[src/legacy_prot_pkg.sv]
// Shared types and constants for the legacy mode protection checker
package legacy_prot_pkg;

   // ==========================================================
   // Register bus
   localparam int unsigned ADDR_W          = 8;
   localparam logic [7:0]  OFS_CTRL        = 8'h00;
   localparam logic [7:0]  OFS_STATUS      = 8'h04;
   localparam logic [7:0]  OFS_IOMAP_BASE  = 8'h08;
   localparam logic [7:0]  OFS_TSS_LIMIT   = 8'h0c;
   localparam logic [7:0]  OFS_TSS_ADDR    = 8'h10;
   localparam logic [7:0]  OFS_TSS_DATA    = 8'h14;

   // Field positions
   localparam int unsigned CTRL_PE_BIT     = 0;
   localparam int unsigned CTRL_IO_PRIVILEGE_LEVEL_LSB   = 4;
   localparam int unsigned CTRL_CPL_LSB    = 8;
   localparam int unsigned STAT_VM_BIT     = 12;
   localparam int unsigned STAT_FAULT_BIT  = 13;
   localparam int unsigned STAT_VEC_LSB    = 16;

   // Reset values
   localparam logic [15:0] RST_IOMAP_BASE  = 16'h0000;
   localparam logic [15:0] RST_TSS_LIMIT   = 16'h0000;

   // ==========================================================
   // Architectural figures
   localparam logic [7:0]  VEC_GP          = 8'h0d;
   localparam logic [7:0]  VEC_UD          = 8'h06;
   localparam logic [1:0]  PL_USER         = 2'h3;
   localparam logic [1:0]  PL_KERNEL       = 2'h0;
   localparam int unsigned SEG_SHIFT       = 4;
   localparam logic [20:0] LEGACY_ADDR_MAX = 21'h0fffff;
   localparam int unsigned PORT_BYTE_SHIFT = 3;
   localparam logic [7:0]  BYTE_ONES       = 8'hff;
   localparam logic [3:0]  MASK_BYTE       = 4'h1;
   localparam logic [3:0]  MASK_WORD       = 4'h3;
   localparam logic [3:0]  MASK_DWORD      = 4'hf;
   localparam int unsigned LANES           = 4;

   typedef enum logic [1:0] {IO_BYTE, IO_WORD, IO_DWORD} io_width_e;

   typedef enum logic [3:0] {
      OP_PLAIN, OP_PRIV, OP_PROT_ONLY, OP_IO_PRIVILEGE_LEVEL_SENS, OP_FLAGS_SENS, OP_UNCHECKED,
      OP_PORT_IO, OP_INTERRUPT, OP_INTERRUPT_RETURN_INSTR, OP_TASK_SWITCH, OP_PUSH_FLAGS,
      OP_POP_FLAGS, OP_MEM_REF
   } instr_class_e;

   typedef struct packed {
      instr_class_e op;
      logic         op32;
      logic [15:0]  io_port;
      io_width_e    io_width;
      logic [15:0]  selector;
      logic         gate_conforming;
      logic [1:0]   gate_dpl;
      logic         image_vm;
      logic         tss32;
      logic [15:0]  offset;
   } chk_req_s;

   typedef struct packed {
      logic         fault;
      logic [7:0]   vector;
      logic [15:0]  err_code;
      logic         image_vm;
      logic         seg_legacy;
      logic [20:0]  lin_addr;
   } chk_rsp_s;

endpackage
[src/legacy_mode_protection_check.sv]
// Privilege, I/O permission and mode flag checking for the legacy execution mode
//
// Decided for this implementation: the register addresses and strobed register access.
`timescale 1ns/100ps
`default_nettype none

// Contract
// - Legacy mode runs at level 3; privileged instructions there or above 0 fault 13
// - Protected-only instructions fault 6 in real or legacy mode
// - In legacy mode int n, sti, cli, push_flags_instr, pop_flags_instr, interrupt_return_instr check I/O level
// - Breakpoint, overflow interrupt and bounds check skip the I/O level check
// - Protected mode port access passes when CURRENT_PRIVILEGE_LEVEL at most I/O level, else bitmap
// - Legacy mode port access always consults the bitmap
// - Bitmap located by a 16-bit base field within the task segment
// - One bitmap bit per byte port address
// - Every spanned bit tested; any one raises general protection fault
// - Ports beyond the end of the bitmap read as ones and trap
// - Legacy mode interrupts vector through the table to a level 0 handler
// - Leaving by interrupt clears the live flag; saved image keeps it set
// - Legacy mode is left only on an interrupt or exception; the code also leaves it on a task switch
// - Entered by 32-bit interrupt_return_instr at level 0 or task switch with flag set
// - Pop flags keeps the mode flag; push flags stores zero there
// - Gate to conforming or nonzero level segment faults with selector error code
// - Task switch out saves flags with the mode bit and segment base values
// - Flags load before segments; segments load as base values when flag set
// - Legacy linear base is segment value shifted left 4 plus offset
// - Legacy addresses above one megabyte fault 13
module legacy_mode_protection_check
   import legacy_prot_pkg::*;
#(
   parameter int unsigned TSS_BYTES = 128
) (
   // Clock and reset
   input  wire logic                            core_clk,
   input  wire logic                            arst_n,
   // Register bus
   input  wire logic [legacy_prot_pkg::ADDR_W-1:0] reg_addr,
   input  wire logic [31:0]                     reg_wdata,
   input  wire logic                            reg_wr,
   input  wire logic                            reg_rd,
   output logic      [31:0]                     reg_rdata,
   // Check request
   input  wire logic                            req_valid,
   input  wire legacy_prot_pkg::chk_req_s       req,
   // Check answer
   output logic                                 rsp_valid,
   output legacy_prot_pkg::chk_rsp_s            rsp,
   // Live mode state
   output logic                                 legacy_mode_flag,
   output logic      [1:0]                      current_privilege_level
);

   // ==========================================================
   // State
   localparam int unsigned TA_W = $clog2(TSS_BYTES);

   logic [7:0]  tss_mem [TSS_BYTES];
   logic        prot_enable;
   logic [1:0]  io_privilege_level;
   logic [15:0] iomap_base;
   logic [15:0] tss_limit;
   logic [15:0] tss_addr;
   logic        last_fault;
   logic [7:0]  last_vector;

   // ==========================================================
   // Register decode
   wire wr_ctrl  = reg_wr && (reg_addr == OFS_CTRL);
   wire wr_base  = reg_wr && (reg_addr == OFS_IOMAP_BASE);
   wire wr_limit = reg_wr && (reg_addr == OFS_TSS_LIMIT);
   wire wr_taddr = reg_wr && (reg_addr == OFS_TSS_ADDR);
   wire wr_tdata = reg_wr && (reg_addr == OFS_TSS_DATA);

   wire [31:0] ctrl_word = {22'h0, current_privilege_level, 2'h0, io_privilege_level,
                            3'h0, prot_enable};
   wire [31:0] stat_word = {8'h0, last_vector, 2'h0, last_fault, legacy_mode_flag,
                            2'h0, current_privilege_level, 2'h0, io_privilege_level,
                            3'h0, prot_enable};

   function automatic logic [7:0] tss_byte(input logic [16:0] a);
      tss_byte = (a < 17'(TSS_BYTES)) ? tss_mem[a[TA_W-1:0]] : 8'h00;
   endfunction

   // A process, not an assign, so that image writes wake the read path too
   logic [31:0] tss_word;
   always_comb begin
      tss_word = {tss_byte({1'b0, tss_addr} + 17'h3),
                  tss_byte({1'b0, tss_addr} + 17'h2),
                  tss_byte({1'b0, tss_addr} + 17'h1),
                  tss_byte({1'b0, tss_addr})};
   end

   logic [31:0] next_rdata;
   always_comb begin
      next_rdata = 32'h0;
      if (reg_rd) begin
         unique case (reg_addr)
            OFS_CTRL:       next_rdata = ctrl_word;
            OFS_STATUS:     next_rdata = stat_word;
            OFS_IOMAP_BASE: next_rdata = {16'h0, iomap_base};
            OFS_TSS_LIMIT:  next_rdata = {16'h0, tss_limit};
            OFS_TSS_ADDR:   next_rdata = {16'h0, tss_addr};
            OFS_TSS_DATA:   next_rdata = tss_word;
            default:        next_rdata = 32'h0;
         endcase
      end
   end

   // ==========================================================
   // I/O permission bitmap lookup
   wire [16:0] map_byte0 = {1'b0, iomap_base} +
                           {4'h0, req.io_port[15:PORT_BYTE_SHIFT]};
   wire [16:0] map_byte1 = map_byte0 + 17'h1;

   // Bytes past the segment limit or the held image count as all ones
   function automatic logic [7:0] map_byte(input logic [16:0] a);
      if (a > {1'b0, tss_limit} || a >= 17'(TSS_BYTES))
         map_byte = BYTE_ONES;
      else
         map_byte = tss_mem[a[TA_W-1:0]];
   endfunction

   // A dword at bit 5 or above spills into the next byte, hence two bytes
   logic [15:0] map_pair;
   always_comb begin
      map_pair = {map_byte(map_byte1), map_byte(map_byte0)};
   end
   wire [15:0] map_shift = map_pair >> req.io_port[PORT_BYTE_SHIFT-1:0];
   wire [3:0]  span_mask = (req.io_width == IO_DWORD) ? MASK_DWORD :
                           (req.io_width == IO_WORD)  ? MASK_WORD : MASK_BYTE;
   wire        map_deny  = |(map_shift[3:0] & span_mask);

   // ==========================================================
   // Check decision
   wire in_legacy   = legacy_mode_flag;
   wire in_real     = !prot_enable;
   wire io_privilege_level_short  = current_privilege_level > io_privilege_level;
   wire gate_bad    = req.gate_conforming || (req.gate_dpl != PL_KERNEL);
   wire interrupt_return_instr_enter  = prot_enable && !in_legacy && req.op32 && req.image_vm &&
                      (current_privilege_level == PL_KERNEL);
   wire task_legacy = req.tss32 && req.image_vm;
   wire [20:0] lin_sum = {1'b0, req.selector, 4'h0} + {5'h0, req.offset};

   chk_rsp_s    next_rsp;
   logic        next_vm;
   logic [1:0]  next_cpl;

   always_comb begin
      next_rsp   = '0;
      next_vm    = legacy_mode_flag;
      next_cpl   = current_privilege_level;
      unique case (req.op)
         OP_PRIV: begin
            next_rsp.fault = in_legacy || (current_privilege_level != PL_KERNEL);
         end
         OP_PROT_ONLY: begin
            next_rsp.fault = in_real || in_legacy;
            next_rsp.vector = VEC_UD;
         end
         OP_IO_PRIVILEGE_LEVEL_SENS: begin
            next_rsp.fault = !in_real && io_privilege_level_short;
         end
         OP_FLAGS_SENS: begin
            next_rsp.fault = in_legacy && io_privilege_level_short;
         end
         OP_UNCHECKED: begin
            next_rsp.fault = 1'b0;
         end
         OP_PORT_IO: begin
            if (in_legacy)
               next_rsp.fault = map_deny;
            else if (prot_enable && io_privilege_level_short)
               next_rsp.fault = map_deny;
         end
         OP_INTERRUPT: begin
            next_rsp.image_vm = legacy_mode_flag;
            if (in_legacy && gate_bad) begin
               next_rsp.fault    = 1'b1;
               next_rsp.err_code = req.selector;
            end else if (in_legacy) begin
               next_vm  = 1'b0;
               next_cpl = PL_KERNEL;
            end
         end
         OP_INTERRUPT_RETURN_INSTR: begin
            if (in_legacy)
               next_rsp.fault = io_privilege_level_short;
            else if (interrupt_return_instr_enter) begin
               next_vm  = 1'b1;
               next_cpl = PL_USER;
            end
         end
         OP_TASK_SWITCH: begin
            // Flags image decides first, then segments follow its mode
            next_rsp.image_vm   = legacy_mode_flag;
            next_rsp.seg_legacy = task_legacy;
            if (prot_enable) begin
               next_vm  = task_legacy;
               next_cpl = task_legacy ? PL_USER : req.selector[1:0];
            end
         end
         OP_PUSH_FLAGS: begin
            next_rsp.fault    = in_legacy && io_privilege_level_short;
            next_rsp.image_vm = 1'b0;
         end
         OP_POP_FLAGS: begin
            next_rsp.fault = in_legacy && io_privilege_level_short;
         end
         OP_MEM_REF: begin
            if (in_legacy || in_real) begin
               next_rsp.lin_addr   = lin_sum;
               next_rsp.seg_legacy = 1'b1;
               next_rsp.fault      = lin_sum > LEGACY_ADDR_MAX;
            end
         end
         OP_PLAIN: begin
            next_rsp.fault = 1'b0;
         end
         default: begin
            next_rsp.fault = 1'b0;
         end
      endcase
      if (!next_rsp.fault)
         next_rsp.vector = 8'h00;
      else if (req.op != OP_PROT_ONLY)
         next_rsp.vector = VEC_GP;
   end

   // ==========================================================
   // Registers
   always_ff @(posedge core_clk or negedge arst_n) begin
      if (!arst_n) begin
         prot_enable        <= 1'b0;
         io_privilege_level <= PL_KERNEL;
         iomap_base         <= RST_IOMAP_BASE;
         tss_limit          <= RST_TSS_LIMIT;
         tss_addr           <= 16'h0;
         reg_rdata          <= 32'h0;
      end else begin
         reg_rdata <= next_rdata;
         if (wr_ctrl) begin
            prot_enable        <= reg_wdata[CTRL_PE_BIT];
            io_privilege_level <= reg_wdata[CTRL_IO_PRIVILEGE_LEVEL_LSB +: 2];
         end
         if (wr_base)
            iomap_base <= reg_wdata[15:0];
         if (wr_limit)
            tss_limit <= reg_wdata[15:0];
         if (wr_taddr)
            tss_addr <= reg_wdata[15:0];
         else if (wr_tdata)
            tss_addr <= tss_addr + 16'h4;
      end
   end

   // Image bytes: one lane per byte of the written word
   for (genvar i = 0; i < TSS_BYTES; i++) begin : g_tss
      wire [15:0] lane = 16'(i) - tss_addr;
      always_ff @(posedge core_clk or negedge arst_n) begin
         if (!arst_n)
            tss_mem[i] <= 8'h00;
         else if (wr_tdata && lane < 16'(LANES))
            tss_mem[i] <= reg_wdata[lane[1:0]*8 +: 8];
      end
   end

   // Mode flag and level; software may set the level only outside legacy mode
   always_ff @(posedge core_clk or negedge arst_n) begin
      if (!arst_n) begin
         legacy_mode_flag        <= 1'b0;
         current_privilege_level <= PL_KERNEL;
         rsp_valid               <= 1'b0;
         rsp                     <= '0;
         last_fault              <= 1'b0;
         last_vector             <= 8'h0;
      end else begin
         rsp_valid <= req_valid;
         if (req_valid) begin
            rsp                     <= next_rsp;
            legacy_mode_flag        <= next_vm;
            current_privilege_level <= next_cpl;
            last_fault              <= next_rsp.fault;
            last_vector             <= next_rsp.vector;
         end else if (wr_ctrl && !legacy_mode_flag) begin
            current_privilege_level <= reg_wdata[CTRL_CPL_LSB +: 2];
         end
      end
   end
endmodule

`default_nettype wire

[config.mk]
export PLATFORM = sky130hd
export DESIGN_NAME = legacy_mode_protection_check
export DESIGN_NICKNAME = d
export VERILOG_FILES = /design/src/legacy_prot_pkg.sv /design/src/legacy_mode_protection_check.sv
export SDC_FILE = /design/constraint.sdc
export NUM_CORES = 2
export LEC_CHECK = 0
export BUFFER_PORTS_ARGS = -buffer_cell sky130_fd_sc_hd__buf_2
export CORE_MARGIN = 1.5
export CORE_UTILIZATION = 30
export CTS_CLUSTER_SIZE = 28
export DETAILED_ROUTE_END_ITERATION = 6
export PLACE_DENSITY_LB_ADDON = 0.12
export SYNTH_ARGS = -nofsm -noshare
export SYNTH_HDL_FRONTEND = slang
export SYNTH_SLANG_ARGS = --single-unit
export TNS_END_PERCENT = 30
[constraint.sdc]
create_clock -name core_clk -period 8.8 [get_ports core_clk]
set_input_delay 1.32 -clock core_clk [delete_from_list [all_inputs] [get_ports core_clk]]
set_output_delay 1.32 -clock core_clk [all_outputs]
set_load 0.01 [all_outputs]
==> impl_results.md <==
* Cell Area, Synth at 110000 um2
* Number of synthesized flops with an enable pin at 0
* Most Crowded Layer GR: met1
* Layout Nets at 10400
* Most common cell in the synthesized netlist: mux4_2
* Cell Count, Final, Fillers Out at 15200
* Initial antenna violation count at 204
* Post-CTS sizing at 0
* Max Buffers Root-to-Sink at 4
* MaxCap Viol Count at 8
* H-tree level count at 4
* Synth Area per Inst at 11.0 um2
* Drt first pass iters at 7
* Layout cells sized above 1 at 0.394
* Inst Count DP at 14900
* Leak at 49.0 nW
* Hold crit path type: input pin to asynchronous set/reset pin
* Area contributors post-synth: mux4_2, dfrtp_1, mux2_2, nand2_1, mux2i_1
* Ys async rst share at 1.00
* Antenna-violating nets left at 0
* Post-route minimum period at 7760 ps
* Status: finished with violations
* GPL Wtd Cong at 1.12
* Delay-heaviest family, CP: simple AND/OR/NAND/NOR gates
* WP data arrival at 8480 ps
* Cell Area, Placed at 121000 um2
* WL per Instance at 58.5 um
* Port bufs at 184
* DP HPWL at 647 mm
* Max Clock Freq at 0.129 GHz
* Synth Flop Type: dfrtp_1
* Hold-fix buffers, CTS at 0
* Core Region at 366000 um2
* Pre-CTS setup slack at 1050 ps
* Setup ws final at 1040 ps
* Unrepaired setup endpoints after global routing: false
* Critical path class: register to register
* Flops & latches, synth at 1153
* Crit path cell chain: buf_4, nor2_1, nand3_1, or3_1, buf_4, nor2_1, buf_4, nor2b_1, buf_4, nor2_2, nand3_1, or3_1, a21oi_2, buf_4, mux2_2
* Setup TNS at 0 ps
* Final WL at 891 mm
* Crit path top cell by count: buf_4
* Met3 Use GR at 0.263
* Cell Pwr Density at 160 nW/um2
* Critical-path top delay cell: nor2_1
* Setup violations, final at 0
* Die Span Y at 610 um
* Die X at 610 um
* Starting Density at 0.302
* Final Hold Viols at 0
* Clock skew at 54.3 ps
* Violation count after the first detailed-route iteration at 21000
* Top cells by count, synth: mux4_2, dfrtp_1, mux2_2
* Slowest Stage Delay on Critical Path at 1110 ps
* CTS tree: done
* Total GRT Usage at 0.467
* CP Capture Type: register
* Startpoint Class: register
* Global-route wire length before repair at 1130 mm
* Vias in the first global route at 103000
* Pin count of the biggest net entering global routing at 150
* Normalized max-slew margin at -0.148
* Critical path required time at 9520 ps
* Via-per-instance ratio at 7.48
* Die area at 372000 um2
* Post-Syn Instances at 10100
* # Post-CTS Setup Buffers at 0
* Sum of buffers and inverters on the critical path at 5
* Syn-to-layout area delta at 14.5%
* Post-Layout Inst Area at 126000 um2
* Clock Latency Late Sink at 870 ps
* Slew at the pin closest to its max-slew limit at 1720 ps
* Reg clk slew, reported paths at 70 ps
* Yosys warnings at 0
* Clock root buffer: clkbuf_16
* # rows at 222
* # clock sinks at 1153
* IO Pins at 189
* CP Max Fanout at 22
* Vias post-DR at 114000
* Register area share after synthesis at 0.261
* Tcrit/Tclk final at 0.882
* Failing checks: capacitance limit, slew limit
* Met1 demand-to-capacity share in global routing at 0.621
* Area leader, netlist: mux4_2
* Total CTS buffers at 149
* VDD IR max at 146 uV
* Remaining global-route overflow at 0
* Top cell type's share of synthesized area at 0.309
* Synth cell types at 107
* Met2 Use GR at 0.593
* DRC violations left at 0
* Max Slew Vio Count at 43
[through the flow]
step | util | power, mW | hold WS (ps)
after floorplan | - | 9.08 | 503
after global placement | 0.331 | 13.4 | 468
after detailed placement | 0.331 | 13.4 | 472
after CTS | 0.344 | 19.7 | 371
after global routing | 0.345 | 20.3 | 388
final | 0.345 | 20.2 | 330
[final cells by class]
cell class	instances	area, um2
fill	36700	239000
multi-input combinational	7817	78400
sequential	1153	28900
timing repair buffer	958	7420
tap	4816	6030
clock buffer	208	4330
clock inverter	45	489
inverter	111	438
antenna	127	318
[state kept, by name (all words and copies together), names as in the netlist]
register and count:
reg_rdata 32, tss_limit 16, current_privilege_level 2, tss_addr 16, io_privilege_level 2, legacy_mode_flag 1, rsp_valid 1, tss_mem 1024
rsp 42, prot_enable 1, iomap_base 16
[cell families after synthesis]
logic type / count (synthesis) / synth area share
compound gates: 1890 / 0.108
xor+xnor: 311 / 0.0250
fa+ha+maj: 85 / 0.00975
buf+inv: 1101 / 0.0393
flops: 1153 / 0.261
mux: 2862 / 0.443
other cells: 1 / 0.0000340
simple gates: 2665 / 0.113
[cells in the final DEF (no fill, tap or decap), types with 83 or more instances in the layout]
cell / count
a211oi_1: 102
a21oi_1: 434
a31oi_1: 179
and2_1: 83
buf_2: 183
buf_4: 720
clkbuf_16: 151
dfrtp_1: 1137
diode_2: 127
inv_1: 85
mux2_2: 1061
mux2i_1: 286
mux4_2: 1512
nand2_1: 1035
nand3_1: 296
nand4_1: 117
nor2_1: 465
nor3_1: 196
nor4_1: 113
o21ai_0: 493
o22ai_1: 140
xnor2_1: 251
[worst paths after layout]
check / startpoint / slack (ps) / endpoint / cells past startpoint
min in group core_clk: rsp[13]$_DFFE_PN0P_ / 480 / rsp[13]$_DFFE_PN0P_ / 1
max in group asynchronous: arst_n / 6250 / tss_mem[790]$_DFFE_PN0P_ / 3
max reg2reg: tss_addr[11]$_DFFE_PN0P_ / 1040 / tss_mem[735]$_DFFE_PN0P_ / 15
min: arst_n / 330 / tss_mem[218]$_DFFE_PN0P_ / 1
max: tss_addr[11]$_DFFE_PN0P_ / 1040 / tss_mem[735]$_DFFE_PN0P_ / 15
min reg2reg: rsp[13]$_DFFE_PN0P_ / 480 / rsp[13]$_DFFE_PN0P_ / 1
[per-layer routing]
metal  vias to the layer above  routed length [um]
li1                      40300                   -
met3                      1889              144000
met4                        56               52400
met5                         -                 465
met2                     10500              334000
met1                     61300              361000
[where the power goes]
group	internal, mW	switching, mW	total, mW
logic	2.02	6.37	8.39
registers	5.33	0.0927	5.42
clock network	3.69	2.68	6.36
Note: power is estimated with default switching activity, not from simulation.
